<file path="config.mk">
export PLATFORM = sky130hd
export DESIGN_NAME = flash_host
export DESIGN_NICKNAME = d
export VERILOG_FILES = /design/src/common/flash_host_pkg.sv /design/src/logic/bios_write_decode.sv /design/src/logic/flash_host.sv
export SDC_FILE = /design/constraint.sdc
export NUM_CORES = 1
export LEC_CHECK = 0
export BUFFER_PORTS_ARGS = -buffer_cell sky130_fd_sc_hd__buf_4
export CAP_MARGIN = 20
export CELL_PAD_IN_SITES_DETAIL_PLACEMENT = 0
export CELL_PAD_IN_SITES_GLOBAL_PLACEMENT = 1
export CORE_MARGIN = 2
export CORE_UTILIZATION = 35
export DETAILED_ROUTE_END_ITERATION = 8
export PLACE_DENSITY = 0.73
export SYNTH_ARGS = -nofsm -noshare
export SYNTH_HDL_FRONTEND = slang
export SYNTH_SLANG_ARGS = --single-unit
</file>
<file path="constraint.sdc">
create_clock -name sys_clk -period 2.2 [get_ports sys_clk]
set_clock_uncertainty 0.15 [all_clocks]
set_input_delay 0 -clock sys_clk [delete_from_list [all_inputs] [get_ports sys_clk]]
set_output_delay 0 -clock sys_clk [all_outputs]
set_load 0.005 [all_outputs]
</file>
<file path="src/common/flash_host_pkg.sv">
package flash_host_pkg;
	// bios window on the cpu bus
	localparam logic [19:0] bios_lo_addr      = 20'hE0000;
	localparam logic [19:0] bios_hi_addr      = 20'hFFFFF;
	// command sequence addresses and codes
	localparam logic [16:0] unlock1_addr      = 17'h05555;
	localparam logic [16:0] unlock2_addr      = 17'h02AAA;
	localparam logic [16:0] ident_addr        = 17'h00000;
	localparam logic [7:0]  unlock1_data      = 8'hAA;
	localparam logic [7:0]  unlock2_data      = 8'h55;
	localparam logic [7:0]  ident_cmd         = 8'h90;
	localparam logic [7:0]  reset_cmd         = 8'hF0;
	localparam logic [7:0]  program_cmd       = 8'hA0;
	// status bit positions
	localparam int          poll_bit_seven    = 7;
	localparam int          toggle_bit_six    = 6;
	localparam int          timeout_bit_five  = 5;
	localparam int          failure_kind_bit  = 4;
	// sector index position in the flash address
	localparam int          sector_index_low  = 14;
	// bus timing: strobe low and gap, in ns and cycles at 20 MHz
	localparam int          clk_period_ns     = 50;
	localparam int          strobe_ns         = 100;
	localparam int          strobe_cycles     = (strobe_ns + clk_period_ns - 1) / clk_period_ns;
	// operation kinds
	typedef enum logic [1:0] {
		op_ident   = 2'b00,
		op_program = 2'b01,
		op_reset   = 2'b10,
		op_read    = 2'b11
	} op_t;
endpackage : flash_host_pkg

</file>
<file path="src/logic/bios_write_decode.sv">
`timescale 1ns/100ps
// cpu-side glue: flash write strobe and buffer direction
module bios_write_decode
	import flash_host_pkg::*;
(
	// clock and reset
	input  wire logic        sys_clk,
	input  wire logic        reset,
	// cpu cycle (already synchronised)
	input  wire logic [19:0] cpu_addr,
	input  wire logic        cpu_mem_cycle,
	input  wire logic        cpu_write_cycle,
	input  wire logic        cpu_cycle_active,
	// glue outputs
	output logic             memory_write_strobe_n,
	output logic             buffer_to_flash
);
	// address range and cycle qualification
	wire in_range  = (cpu_addr >= bios_lo_addr) && (cpu_addr <= bios_hi_addr);
	wire qual_wr   = in_range && cpu_mem_cycle && cpu_write_cycle && cpu_cycle_active;
	// registered strobe, high outside qualified writes
	always_ff @(posedge sys_clk) begin
		if (reset) begin
			memory_write_strobe_n <= 1'b1;
			buffer_to_flash       <= 1'b0;
		end else begin
			memory_write_strobe_n <= ~qual_wr;
			buffer_to_flash       <= qual_wr;
		end
	end
endmodule : bios_write_decode

</file>
<file path="src/logic/flash_host.sv">
`timescale 1ns/100ps
// How it works
// - strobe decoded from bios range, memory, write, active cycle
// - buffer turns toward flash only on qualified bios writes
// - identify: aa, 55, 90 then read 0000
// - recheck bit seven after timeout bit set
// - recheck toggle bit six after timeout set
module flash_host
	import flash_host_pkg::*;
#(
	parameter int poll_limit = 65535
)(
	// clock and reset
	input  wire logic        sys_clk,
	input  wire logic        reset,
	// cpu bus cycle pins
	input  wire logic [19:0] cpu_addr,
	input  wire logic        cpu_mem_cycle,
	input  wire logic        cpu_write_cycle,
	input  wire logic        cpu_cycle_active,
	// user command port
	input  wire logic        cmd_valid,
	input  wire logic [1:0]  cmd_op,
	input  wire logic [16:0] cmd_addr,
	input  wire logic [7:0]  cmd_data,
	output logic             cmd_ready,
	output logic             rsp_valid,
	output logic [7:0]       rsp_data,
	output logic             rsp_fail,
	output logic [2:0]       rsp_sector,
	// flash pins
	output logic [16:0]      flash_addr,
	output logic             flash_ce_n,
	output logic             flash_oe_n,
	output logic             flash_we_n,
	input  wire logic [7:0]  flash_dq_in,
	output logic [7:0]       flash_dq_out,
	output logic             flash_dq_oe_n,
	// board glue
	output logic             memory_write_strobe_n,
	output logic             buffer_to_flash
);
	typedef enum logic [3:0] {
		st_idle  = 4'b0000,
		st_wr    = 4'b0001,
		st_wgap  = 4'b0010,
		st_rd    = 4'b0011,
		st_poll  = 4'b0100,
		st_check = 4'b0101,
		st_recheck = 4'b0110,
		st_done  = 4'b0111
	} state_t;

	state_t      state_r, state_nxt;
	logic [2:0]  step_r;
	logic [1:0]  op_r;
	logic [16:0] addr_r;
	logic [7:0]  data_r;
	logic [1:0]  cnt_r;
	logic [15:0] poll_cnt_r;
	logic [7:0]  dq_s1_r, dq_s2_r, prev_r;
	logic [19:0] a_s1_r, a_s2_r;
	logic [2:0]  c_s1_r, c_s2_r;
	logic        fail_r;
	logic        timeout_seen_r;

	// cpu pins and flash data through two flops
	always_ff @(posedge sys_clk) begin
		dq_s1_r <= flash_dq_in;
		dq_s2_r <= dq_s1_r;
		a_s1_r  <= cpu_addr;
		a_s2_r  <= a_s1_r;
		c_s1_r  <= {cpu_mem_cycle, cpu_write_cycle, cpu_cycle_active};
		c_s2_r  <= c_s1_r;
	end

	// board glue decode
	bios_write_decode u_decode (
		.sys_clk               (sys_clk),
		.reset                 (reset),
		.cpu_addr              (a_s2_r),
		.cpu_mem_cycle         (c_s2_r[2]),
		.cpu_write_cycle       (c_s2_r[1]),
		.cpu_cycle_active      (c_s2_r[0]),
		.memory_write_strobe_n (memory_write_strobe_n),
		.buffer_to_flash       (buffer_to_flash)
	);

	// address and data of the current write step
	function automatic logic [16:0] step_addr(input logic [2:0] s, input logic [16:0] a);
		unique case (s)
			3'd0: step_addr = unlock1_addr;
			3'd1: step_addr = unlock2_addr;
			3'd2: step_addr = unlock1_addr;
			default: step_addr = a;
		endcase
	endfunction : step_addr

	function automatic logic [7:0] step_data(input logic [2:0] s, input logic [1:0] o,
	                                         input logic [7:0] d);
		logic [7:0] cmd;
		cmd = (o == op_ident) ? ident_cmd : (o == op_program) ? program_cmd : reset_cmd;
		unique case (s)
			3'd0: step_data = unlock1_data;
			3'd1: step_data = unlock2_data;
			3'd2: step_data = cmd;
			default: step_data = d;
		endcase
	endfunction : step_data

	// status decode of a polled read
	wire       bit7_done  = dq_s2_r[poll_bit_seven] == data_r[poll_bit_seven];
	wire       toggling   = dq_s2_r[toggle_bit_six] != prev_r[toggle_bit_six];
	wire       timed_out  = dq_s2_r[timeout_bit_five];
	wire       last_write = (op_r == op_program) ? (step_r == 3'd3) : (step_r == 3'd2);
	wire       strobe_end = (cnt_r == 2'(strobe_cycles - 1));
	wire       poll_over  = (poll_cnt_r == 16'(poll_limit));
	wire       op_ok      = bit7_done && !toggling;
	wire       give_up    = (timed_out || poll_over) && (op_r == op_program);
	wire       retry_rst  = fail_r && (op_r == op_program);
	// the synchronised byte of a read lands two edges late, so a check decides in its last cycle
	state_t    check_next;
	assign check_next = (op_r != op_program || op_ok || timeout_seen_r) ? st_done :
	                    give_up ? st_recheck : st_poll;

	// next state
	always_comb begin
		state_nxt = state_r;
		unique case (state_r)
			st_idle:    if (cmd_valid) state_nxt = (cmd_op == op_read) ? st_rd : st_wr;
			st_wr:      if (strobe_end) state_nxt = st_wgap;
			st_wgap:    if (strobe_end) state_nxt = !last_write ? st_wr :
			                (op_r == op_ident) ? st_rd :
			                (op_r == op_program) ? st_poll : st_done;
			st_rd:      if (strobe_end) state_nxt = st_check;
			st_poll:    if (strobe_end) state_nxt = st_check;
			st_check:   if (strobe_end) state_nxt = check_next;
			st_recheck: if (strobe_end) state_nxt = st_check;
			st_done:    state_nxt = retry_rst ? st_wr : st_idle;
		endcase
	end

	// sequencer registers
	always_ff @(posedge sys_clk) begin
		if (reset) begin
			state_r        <= st_idle;
			step_r         <= 3'd0;
			op_r           <= op_read;
			addr_r         <= '0;
			data_r         <= '0;
			cnt_r          <= '0;
			poll_cnt_r     <= '0;
			prev_r         <= '0;
			fail_r         <= 1'b0;
			timeout_seen_r <= 1'b0;
		end else begin
			state_r <= state_nxt;
			cnt_r   <= (state_nxt != state_r) ? 2'd0 : cnt_r + 2'd1;
			if (state_r == st_idle && cmd_valid) begin
				op_r       <= cmd_op;
				addr_r     <= (cmd_op == op_ident) ? ident_addr : cmd_addr;
				data_r     <= cmd_data;
				step_r     <= 3'd0;
				poll_cnt_r <= '0;
				fail_r     <= 1'b0;
				timeout_seen_r <= 1'b0;
			end
			if (state_r == st_wgap && strobe_end)
				step_r <= step_r + 3'd1;
			if (state_r == st_check && strobe_end) begin
				prev_r     <= dq_s2_r;
				poll_cnt_r <= poll_cnt_r + 16'd1;
				if (give_up)
					timeout_seen_r <= 1'b1;
				// after a timeout, the extra read decides the outcome
				if (timeout_seen_r && !op_ok && op_r == op_program)
					fail_r <= 1'b1;
			end
			// a failed operation is followed by the reset sequence
			if (state_r == st_done && retry_rst) begin
				op_r   <= op_reset;
				step_r <= 3'd0;
			end
		end
	end

	// flash pin drive
	wire in_wr   = (state_r == st_wr);
	wire in_rd   = (state_r == st_rd) || (state_r == st_poll) || (state_r == st_recheck);
	always_ff @(posedge sys_clk) begin
		if (reset) begin
			flash_addr    <= '0;
			flash_ce_n    <= 1'b1;
			flash_oe_n    <= 1'b1;
			flash_we_n    <= 1'b1;
			flash_dq_out  <= '0;
			flash_dq_oe_n <= 1'b1;
			cmd_ready     <= 1'b0;
			rsp_valid     <= 1'b0;
			rsp_data      <= '0;
			rsp_fail      <= 1'b0;
			rsp_sector    <= '0;
		end else begin
			flash_addr    <= (in_wr || state_r == st_wgap) ? step_addr(step_r, addr_r) : addr_r;
			flash_ce_n    <= !(in_wr || in_rd);
			flash_oe_n    <= !in_rd;
			flash_we_n    <= !in_wr;
			flash_dq_out  <= step_data(step_r, op_r, data_r);
			flash_dq_oe_n <= !(in_wr || state_r == st_wgap);
			cmd_ready     <= (state_nxt == st_idle);
			rsp_valid     <= (state_r == st_done) && !(fail_r && op_r == op_program);
			if (state_r == st_check && strobe_end)
				rsp_data <= dq_s2_r;
			rsp_fail      <= (state_r == st_done) ? (fail_r || timeout_seen_r) & fail_r
			                 : rsp_fail & ~cmd_valid;
			rsp_sector    <= addr_r[sector_index_low +: 3];
		end
	end
endmodule : flash_host

</file>
; ---- Word-level counts from Yosys, hierarchy flattened
; Cells that the tools add are included.
[op_classes]
n_addsub = 3
n_lt_le_gt_ge = 2
bitwise = 4
reduce_logical = 41
eq_ne = 18
mux = 33
[ops]
columns = cell, n
row1 = 17-bit 2-to-1 mux, 2
row2 = 17-bit case mux with 2 select lines, 1
row3 = 16-bit 2-to-1 mux, 2
row4 = 4-bit case mux with 6 select lines, 1
row5 = 8-bit case mux with 3 select lines, 1
row6 = "20-bit >= comparator, second input constant", 1
row7 = "20-bit <= comparator, second input constant", 1
row8 = 4-bit 2-to-1 mux, 5
row9 = "16-bit by 1-bit adder with 16-bit output, second input constant", 1
row10 = "16-bit equality test, second input constant", 1
row11 = "4-bit by 3-bit equality test with 1-bit output, second input constant", 4
row12 = 1-bit logical AND, 14
row13 = 7-bit 2-to-1 mux, 2
row14 = 3-bit 2-to-1 mux, 4
row15 = 1-bit 2-to-1 mux, 11
row16 = "4-bit by 2-bit equality test with 1-bit output, second input constant", 2
row17 = 4-bit zero test, 2
row18 = 1-bit logical OR, 8
row19 = 2-bit 2-to-1 mux, 4
row20 = 1-bit zero test, 7
row21 = "3-bit by 2-bit equality test with 1-bit output, second input constant", 2
row22 = 2-bit nonzero test, 3
row23 = 2-bit OR reduction, 3
row24 = "2-bit by 1-bit equality test with 1-bit output, second input constant", 2
row25 = other kinds (14), 17
[word_totals]
regBits = 161
input_bits = 61
elab_cells = 130
output_inout_bits = 45

; ---- Longest topological paths before layout
; Gate-level depths: netlist of the first run.
[depth]
word_depth = 10
depth_mapped = 9
ltp_nobuf = 8

; ---- Cells and area by module
; From an unflattened synthesis of the first run, not the netlist that was laid out.
[hier_totals]
cells_unflattened = 556
area_unflattened_um2 = 5365.1
[modules_own_cells]
columns = mod, area_per_inst_um2, cells_each, instances
row1 = flash_host, 5300.1, 551, 1
row2 = bios_write_decode, 65.1, 5, 1

; ---- Worst setup path after synthesis of the first run
; OpenSTA, ideal clock, no wires.
[synth_path]
kind = register to register
from = register cnt_r[0]
to = register cnt_r[0]
stages_incl_launch_ff = 9
setup_time_ns = 0.121
t_arrival_ns = 1.784
setup_slack_ns = 0.145
synth_period_minus_slack_ns = 2.055
path_cell_list = dfxtp_1 ha_1 buf_2 inv_2 a2111oi_2 nor2b_1 or4_1 nand4b_1 nor3_1
[synth_via]
elab_chain_len = 5
elab_cells_between_ends = 9
cone_classes = add/sub (1) / eq/ne (2) / mux (5) / reduce/logical (1)
[synth_rtl]
columns = item, line
row1 = start: declaration, flash_host.sv:59  ; logic [1:0] cnt_r;
row2 = start signal: assignment, flash_host.sv:158  ; cnt_r <= (state_nxt != state_r) ? 2'd0 : cnt_r + 2'd1;
row3 = 2-bit by 1-bit equality test with 1-bit output, flash_host.sv:116  ; wire strobe_end = (cnt_r == 2'(strobe_cycles - 1));
row4 = "4-bit 2-to-1 mux, on equally long branches", n/a
row5 = 4-bit case mux with 6 select lines, flash_host.sv:129  ; unique case (state_r)
row6 = 4-bit != test, flash_host.sv:158
row7 = 2-bit OR reduction (no line), n/a
; Parallel ways exist; a longest one is shown, timed or not.
; A chain may end at the register's enable or synchronous reset.

; ---- Worst setup path after layout of the first run
[layout_path]
from = register step_r[0]
to = register cmd_ready
[layout_via]
elab_chain_len = 6
elab_cells_between_ends = 7
cone_classes = eq/ne (2) / mux (4) / reduce/logical (1)
[layout_rtl]
columns = item, line
row1 = start: declaration, flash_host.sv:55  ; logic [2:0] step_r;
row2 = start signal: assignment, flash_host.sv:169  ; step_r <= step_r + 3'd1;
row3 = 3-bit by 2-bit equality test with 1-bit output, flash_host.sv:115  ; wire last_write = (op_r == op_program) ? (step_r == 3'd3) : (step_r == 3'd2);
row4 = 1-bit 2-to-1 mux *, flash_host.sv:115
row5 = 3-bit 2-to-1 mux *, flash_host.sv:132  ; st_wgap: if (strobe_end) state_nxt = !last_write ? st_wr :
row6 = 4-bit 2-to-1 mux *, flash_host.sv:132
row7 = 4-bit case mux with 6 select lines *, flash_host.sv:129
row8 = 4-bit zero test *, flash_host.sv:210  ; cmd_ready <= (state_nxt == st_idle);
row9 = end signal: assignment, flash_host.sv:210
row10 = end: declaration, flash_host.sv:26  ; output logic cmd_ready,
; Mark *: on every way between the ends. The rest lies on a longest branch, timed or not.

==> qor.yml, run 1 <==
outcome:
  status: "finished, final reports clean"
power:
  power_density_mw_per_mm2: 1070
  power_leakage_nw: 2.74
  worst_ir_drop_vdd_v: 0.000572
floorplanning:
  die-height_um: 118
  floorplan.die_area_mm2: 0.0139
  design.core.area_mm2: 0.0127
  pin_count: 106
  rows: 41
  dieWidth_um: 118
  starting_utilization_of_the_core_area_pct: 35.9
setup_path:
  cp_data_required_time_ns: 2.40
  cp-end-kind: "register"
  worst-r2r-cell-count: 8
  critical-path-top-cell-by-count: "sky130_fd_sc_hd__a31oi_1"
  regToRegSetupSlack_ns: 0.15
  regToRegEndpoint: "cmd_ready"
  crit-reg2reg-launch: "step_r[0]"
  critical_path.slowest_cell: "sky130_fd_sc_hd__dfxtp_1"
  worstPathCellList: "inv_1, ha_1, nor2b_1, a221o_1, a31oi_1, a31oi_1, o21ai_0, and4_1"
  critical-path-max-stage-delay_ns: 0.36
  path_class: "register to register"
  worstPathArrival_ns: 2.25
  critPathMaxFanout: 7
  setup.worst_path.start_class: "register"
route:
  totalWireLength_um: 11200
  ant_nets: 0
  drcViolationCount: 0
  vias: 3991
  avgViaCountPerCell: 4.75
  drt_iter0_markers: 228
  route.detailed.wl_per_inst_um: 13.3
  detail_route.first_pass.iterations: 7
yosys:
  yosysSeqAreaShare_pct: 56.0
  syn-num-nets: 577
  synthFlopType: "sky130_fd_sc_hd__dfxtp_1"
  yosysWarnings: 0
  yosys_register_bits: 127
  synthArstFlopShare_pct: 0
  post_synth_num_cell_types: 48
  postSynthAreaPerCell_um2: 8.93
  synthesis.instances: 509
  synth_enable_flop_cells: 0
  mappedNetlistArea_mm2: 0.00454
global_route:
  overflow: 0
  grt_pass1_vias: 3802
  wire_length_of_the_first_global_routing_pass_um: 18400
  grt.total_usage_pct: 16.7
  antenna_found_initial: 0
  grt_max_degree: 26
sta:
  tns_ns: 0
  maxSlewViolCount: 0
  worstMarginPinSlew_ns: 0.793
  setup_violations: 0
  slew_headroom_pct: 46.9
  fmax_ghz: 0.488
  min_period_over_period_pct: 93.2
  grt_setup_unrepaired: "no"
  timing_hold_violations_final: 0
  post-route-min-period_ns: 2.05
final_layout:
  area.growth.synth_to_final_pct: 42.3
  multi_input_logic_area_mm2: 0.00185
  diodes: 0
  finalNetCount: 723
  post_route_cells_drive_above_1_share_pct: 22.8
  seqCellArea_mm2: 0.00254
  fill_cells: 1214
  utilization_pct: 51.0
  area_of_all_placed_cells_without_fillers_mm2: 0.00647
clock_tree:
  clk-insertion-delay-late_ns: 0.41
  cts_buffers: 17
  clk_transition_reported_paths_ns: 0.06
  clkSinkCount: 127
  cts_tree: "done"
  cts.htree.levels: 4
  max-clock-path-buffers: 2
  clk_root_buffer_cell: "sky130_fd_sc_hd__clkbuf_16"
place:
  dpl-instance-area_mm2: 0.00547
  globalplace.congestion: 0.891
  place.detailed.hpwl_um: 7480
  number_of_port_buffers: 88
min_path:
  hp-start: "cpu_write_cycle"
  min_to: "c_s1_r[1]"
  worst_hold_path.num_cells: 2
  min-delay-path-class: "input pin to register"
run:
  max-cap-violations: 0
## logic make-up after synthesis
group                      share of synthesized area (%)
AOI/OAI and AO/OA                                   15.3
xor gates and xnor gates                           0.771
adders and majority gates                           1.93
buffers and inverters                               3.47
DFF                                                 56.0
muxes                                              0.716
and+or+nand+nor                                     21.9
## placed cells by master, fill, tap and decap left out, types with 13 or more instances in the layout
cell	instances
sky130_fd_sc_hd__o21ai_0	15
sky130_fd_sc_hd__nand2_1	76
sky130_fd_sc_hd__nand3_1	13
sky130_fd_sc_hd__nor2_1	59
sky130_fd_sc_hd__dfxtp_1	127
sky130_fd_sc_hd__a21oi_1	68
sky130_fd_sc_hd__buf_4	110
sky130_fd_sc_hd__dlygate4sd3_1	43
sky130_fd_sc_hd__clkbuf_16	17
## sequential cells by signal, indices dropped and copies added (netlist names), 2 cells and up
| signal | cells |
|---|---|
| addr_r | 17 |
| flash_addr | 17 |
| poll_cnt_r | 16 |
| data_r | 8 |
| dq_s1_r | 8 |
| dq_s2_r | 8 |
| flash_dq_out | 8 |
| rsp_data | 8 |
| state_r | 4 |
| a_s1_r | 3 |
| a_s2_r | 3 |
| c_s1_r | 3 |
| c_s2_r | 3 |
| rsp_sector | 3 |
| step_r | 3 |
| cnt_r | 2 |
| op_r | 2 |
## synth_stat cells (2+ instances only)
master | number | area share [%]
sky130_fd_sc_hd__a21o_1 | 12 | 2.0
sky130_fd_sc_hd__a21oi_1 | 68 | 7.5
sky130_fd_sc_hd__a22oi_1 | 2 | 0.33
sky130_fd_sc_hd__a311oi_1 | 2 | 0.39
sky130_fd_sc_hd__a31oi_1 | 4 | 0.55
sky130_fd_sc_hd__and2_1 | 3 | 0.41
sky130_fd_sc_hd__and3_1 | 9 | 1.2
sky130_fd_sc_hd__and4_1 | 3 | 0.58
sky130_fd_sc_hd__buf_1 | 3 | 0.25
sky130_fd_sc_hd__buf_2 | 3 | 0.33
sky130_fd_sc_hd__clkbuf_1 | 19 | 1.6
sky130_fd_sc_hd__dfxtp_1 | 127 | 56
sky130_fd_sc_hd__ha_1 | 7 | 1.9
sky130_fd_sc_hd__inv_1 | 12 | 0.99
sky130_fd_sc_hd__mux2_2 | 2 | 0.50
sky130_fd_sc_hd__nand2_1 | 76 | 6.3
sky130_fd_sc_hd__nand2b_1 | 3 | 0.41
sky130_fd_sc_hd__nand3_1 | 13 | 1.4
sky130_fd_sc_hd__nand4_1 | 6 | 0.83
sky130_fd_sc_hd__nand4b_1 | 4 | 0.77
sky130_fd_sc_hd__nor2_1 | 59 | 4.9
sky130_fd_sc_hd__nor2b_1 | 9 | 1.2
sky130_fd_sc_hd__nor3_1 | 8 | 0.88
sky130_fd_sc_hd__o211ai_1 | 3 | 0.50
sky130_fd_sc_hd__o21ai_0 | 15 | 1.7
sky130_fd_sc_hd__o311ai_0 | 2 | 0.39
sky130_fd_sc_hd__o32ai_1 | 2 | 0.39
sky130_fd_sc_hd__or2_2 | 3 | 0.41
sky130_fd_sc_hd__or3_1 | 7 | 0.96
sky130_fd_sc_hd__or4_1 | 3 | 0.50
sky130_fd_sc_hd__xnor2_1 | 3 | 0.58
## report_power, final
| part | total, mW | leakage (nW) | internal, mW | switching, mW |
|---|---|---|---|---|
| logic | 1.53 | 1.44 | 0.726 | 0.799 |
| clock network | 2.58 | 0.264 | 1.57 | 1.01 |
| registers | 2.79 | 1.05 | 2.64 | 0.147 |
## critical path: cells and delay by family (launching register included)
family	cells	cell delay [ns]
simple gates	2	0.36
buf+inv	1	0.10
fa+ha+maj	1	0.27
compound gates	4	0.75
flops	1	0.36
## layer usage
layer / global-route usage (%) / vias to the layer above / share of wire (%)
met5: 0 / - / 0
met4: 7.00 / 0 / 1.5
met3: 5.09 / 14 / 5.3
met2: 25.9 / 113 / 46
met1: 21.5 / 1818 / 47
li1: - / 2046 / -
## area by class of cell
class,instances,area share (%)
repair buffers,153,19.4
clock buffers,18,6.79
flip-flops and latches,127,39.3
multi-input cells,343,28.5
well taps,172,3.33
clock inverters,14,1.84
inverters,13,0.755
## worst max path at each step
stage	endpoint	slack (ns)	startpoint	cells after the start
2_1_floorplan	cnt_r[0]	0.15	cnt_r[0]	8
3_3_place_gp	cnt_r[0]	0.18	cnt_r[1]	8
3_5_place_dp	cnt_r[1]	0.13	cnt_r[0]	7
4_1_cts	cnt_r[1]	0.12	cnt_r[0]	7
5_1_grt	cnt_r[0]	0.04	cnt_r[0]	7
6_report	cmd_ready	0.15	step_r[0]	8
## stage by stage
stage	worst slack, ns	power (mW)	hold slack, ns	instances
finish	0.150	6.90	0.0767	840
global route	0.0359	7.29	0.0661	840
CTS	0.122	6.96	0.0590	839
detailed placement	0.132	4.27	-0.0441	764
global placement	0.185	4.28	-0.0453	764
floorplan	0.145	3.66	-0.122	509
## timing repair
item                                   CTS  global route
hold buffers                            43             0
resized for setup                        0             1
setup endpoints to repair                0             2
endpoints found under the hold margin   66             0
setup buffers                            0             1
Power figures use the tool's default switching activity.
==> inputs of run 2 (changes only) <==
--- a/config.mk
+++ b/config.mk
@@ -10,9 +10,10 @@
 export CELL_PAD_IN_SITES_DETAIL_PLACEMENT = 0
 export CELL_PAD_IN_SITES_GLOBAL_PLACEMENT = 1
 export CORE_MARGIN = 2
-export CORE_UTILIZATION = 35
+export CORE_UTILIZATION = 37
 export DETAILED_ROUTE_END_ITERATION = 8
 export PLACE_DENSITY = 0.73
 export SYNTH_ARGS = -nofsm -noshare
 export SYNTH_HDL_FRONTEND = slang
+export SYNTH_HIERARCHICAL = 1
 export SYNTH_SLANG_ARGS = --single-unit
==> run 2 against run 1 <==
  * Cell count rose by 1.2%
  * Non-clock buffer count rose by 2
  * Core utilization rose by 2.3 points
  * Synthesized cell count rose by 2.6%
  * Register-to-register slack barely moved
  * Clock power rose by 10%
  * Routed wire length rose by 3.1%
  * Count of clock-buffer cells in the layout rose by 1
  * Flip-flop and latch count did not move
  * Sequential power fell by 8.2%
  * Fmax fell by 0.18%
  * Largest power group is now the clock network
  * Sequential share of layout area fell by 1.0 points
==> qor.yml, run 2 <==
route:
  avgViaCountPerCell: 4.83  # +1.6%
  vias: 4105  # +2.9%
  totalWireLength_um: 11500  # +3.1%
  detail_route.first_pass.iterations: 4  # -3
  drt_iter0_markers: 252  # +11%
  drcViolationCount: 0  # unchanged
  ant_nets: 0  # unchanged
  route.detailed.wl_per_inst_um: 13.5  # +1.9%
clock_tree:
  cts_buffers: 17  # unchanged
  clk_transition_reported_paths_ns: 0.06  # about the same
  clk_root_buffer_cell: "sky130_fd_sc_hd__clkbuf_16"
  clk-insertion-delay-late_ns: 0.41  # about the same
  max-clock-path-buffers: 2  # unchanged
  cts.htree.levels: 4  # unchanged
  clkSinkCount: 127  # unchanged
  cts_tree: "done"
final_layout:
  final_common_cell: "sky130_fd_sc_hd__dfxtp_1"
  area_of_all_placed_cells_without_fillers_mm2: 0.00665  # +2.8%
  final_cell_mix: "sky130_fd_sc_hd__dfxtp_1, sky130_fd_sc_hd__buf_4, sky130_fd_sc_hd__nand2_1"
  reg.largest.list: "addr_r: 17 flops, flash_addr: 17 flops, poll_cnt_r: 16 flops"
  area.growth.synth_to_final_pct: 41.9
  diodes: 0  # unchanged
  post_route_cells_drive_above_1_share_pct: 23.2  # +0.40 points
  finalNetCount: 733  # +1.4%
sta:
  timing_hold_violations_final: 0  # unchanged
  min_period_over_period_pct: 93.4  # +0.17 points
  setup_violations: 0  # unchanged
  worstMarginPinSlew_ns: 0.522  # -0.271 ns
  fmax_ghz: 0.487  # -0.18%
  tns_ns: 0  # unchanged
  grt_setup_unrepaired: "no"
  slew_headroom_pct: 65.0  # +18 points
  maxSlewViolCount: 0  # unchanged
  post-route-min-period_ns: 2.05  # +0.00379 ns
setup_path:
  path_class: "register to register"
  cp_data_required_time_ns: 2.35  # -0.05 ns
  setup.worst_path.start_class: "register"
  worstPathArrival_ns: 2.20  # -0.05 ns
  crit-reg2reg-launch: "state_r[2]"
  path_delay_family: "buffers and inverters"
  critical-path-max-stage-delay_ns: 0.56  # +0.20 ns
  critical_path.slowest_cell: "sky130_fd_sc_hd__dlygate4sd3_1"
  critPathMaxFanout: 10  # +3
  worst-r2r-cell-count: 6  # -2
  regToRegEndpoint: "rsp_fail"
  critical-path-top-cell-by-count: "sky130_fd_sc_hd__nand3_1"
  path_buf_inv: 2  # +1
  cp-end-kind: "register"
  worstPathCellList: "buf_4, nor2b_1, nand3_1, nand3_1, a21oi_1, dlygate4sd3_1"
  regToRegSetupSlack_ns: 0.15  # about the same
yosys:
  yosysWarnings: 6  # +6
  synthesis.instances: 522  # +2.6%
  syn-num-nets: 590  # +2.3%
  mappedNetlistArea_mm2: 0.00468  # +3.1%
  postSynthAreaPerCell_um2: 8.97  # +0.54%
floorplanning:
  rows: 41  # unchanged
  die-height_um: 117  # -1.2%
  dieWidth_um: 117  # -1.2%
  starting_utilization_of_the_core_area_pct: 37.6  # +1.7 points
  pin_count: 106  # unchanged
  floorplan.die_area_mm2: 0.0136  # -2.4%
  design.core.area_mm2: 0.0125  # -1.6%
min_path:
  min-delay-path-class: "input pin to register"
  worst_hold_path.num_cells: 2  # unchanged
  min_to: "dq_s1_r[5]"
  hp-start: "flash_dq_in[5]"
place:
  number_of_port_buffers: 88  # unchanged
  place.detailed.hpwl_um: 7590  # +1.5%
  globalplace.congestion: 0.874  # -1.9%
  dpl-instance-area_mm2: 0.00558  # +2.0%
global_route:
  grt_max_degree: 46  # +77%
  grt.total_usage_pct: 17.9  # +1.3 points
  wire_length_of_the_first_global_routing_pass_um: 18900  # +2.5%
  grt_pass1_vias: 3918  # +3.1%
  antenna_found_initial: 0  # unchanged
  overflow: 0  # unchanged
run:
  max-cap-violations: 0  # unchanged
outcome:
  status: "finished, final reports clean"
power:
  power_leakage_nw: 2.77  # +1.1%
  power_density_mw_per_mm2: 942  # -12%
  worst_ir_drop_vdd_v: 0.000556  # -2.7%
## run 2: power breakdown
part / internal (mW) / leakage [nW] / switching (mW)
clock: 1.84 / 0.295 / 1.00
sequential: 2.48 / 1.04 / 0.0796
combinational: 0.411 / 1.43 / 0.444
## run 2: worst max path at each step
stage,depth (start not counted),slack [ns],from,endpoint
after CTS,6,0.06,state_r[2],rsp_fail
after global routing,8,0.0002,cnt_r[1],cnt_r[1]
final,6,0.15,state_r[2],rsp_fail
after detailed placement,7,0.18,cnt_r[0],cnt_r[1]
after global placement,6,0.20,op_r[0],cmd_ready
after floorplan,7,0.32,cnt_r[0],cmd_ready
## run 2: metrics by stage
step                hold WS [ns]  util [%]  std cells  setup WS [ns]  total power, mW
floorplan                 -0.122         -        522          0.325             3.04
global placement         -0.0453      44.8        773          0.201             3.39
detailed placement       -0.0445      44.8        773          0.178             3.40
CTS                       0.0558      53.2        849         0.0601             6.32
global route              0.0728      53.3        850       0.000181             6.56
finish                    0.0849      53.3        850          0.146             6.26
## run 2: layout make-up
type / count / area [µm²]
Multi-Input combinational cell: 353 / 1960
Inverter: 11 / 41.3
Sequential cell: 127 / 2540
Timing Repair Buffer: 155 / 1270
Tap cell: 172 / 215
Clock inverter: 13 / 163
Clock buffer: 19 / 453
Fill cell: 1136 / 5820
## run 2: timing repair
action / CTS / global route
setup endpoints to repair: 0 / 2
hold buffers: 44 / 0
resized for setup: 0 / 2
endpoints found under the hold margin: 64 / 0
buffers inserted: 0 / 0
## run 2: worst reg2reg max path: cells and delay by family, from the launching register on
kind            cells  cell delay (ns)
buf+inv             2             0.75
compound gates      1             0.07
flops               1             0.41
simple gates        3             0.56
## run 2: per-layer routing
| layer | wire (µm) | track usage [%] | vias to the layer above |
|---|---|---|---|
| met3 | 495 | 5.50 | 19 |
| met5 | 0 | 0 | - |
| li1 | - | - | 2091 |
| met1 | 5250 | 23.0 | 1908 |
| met2 | 5580 | 28.0 | 87 |
| met4 | 179 | 7.86 | 0 |
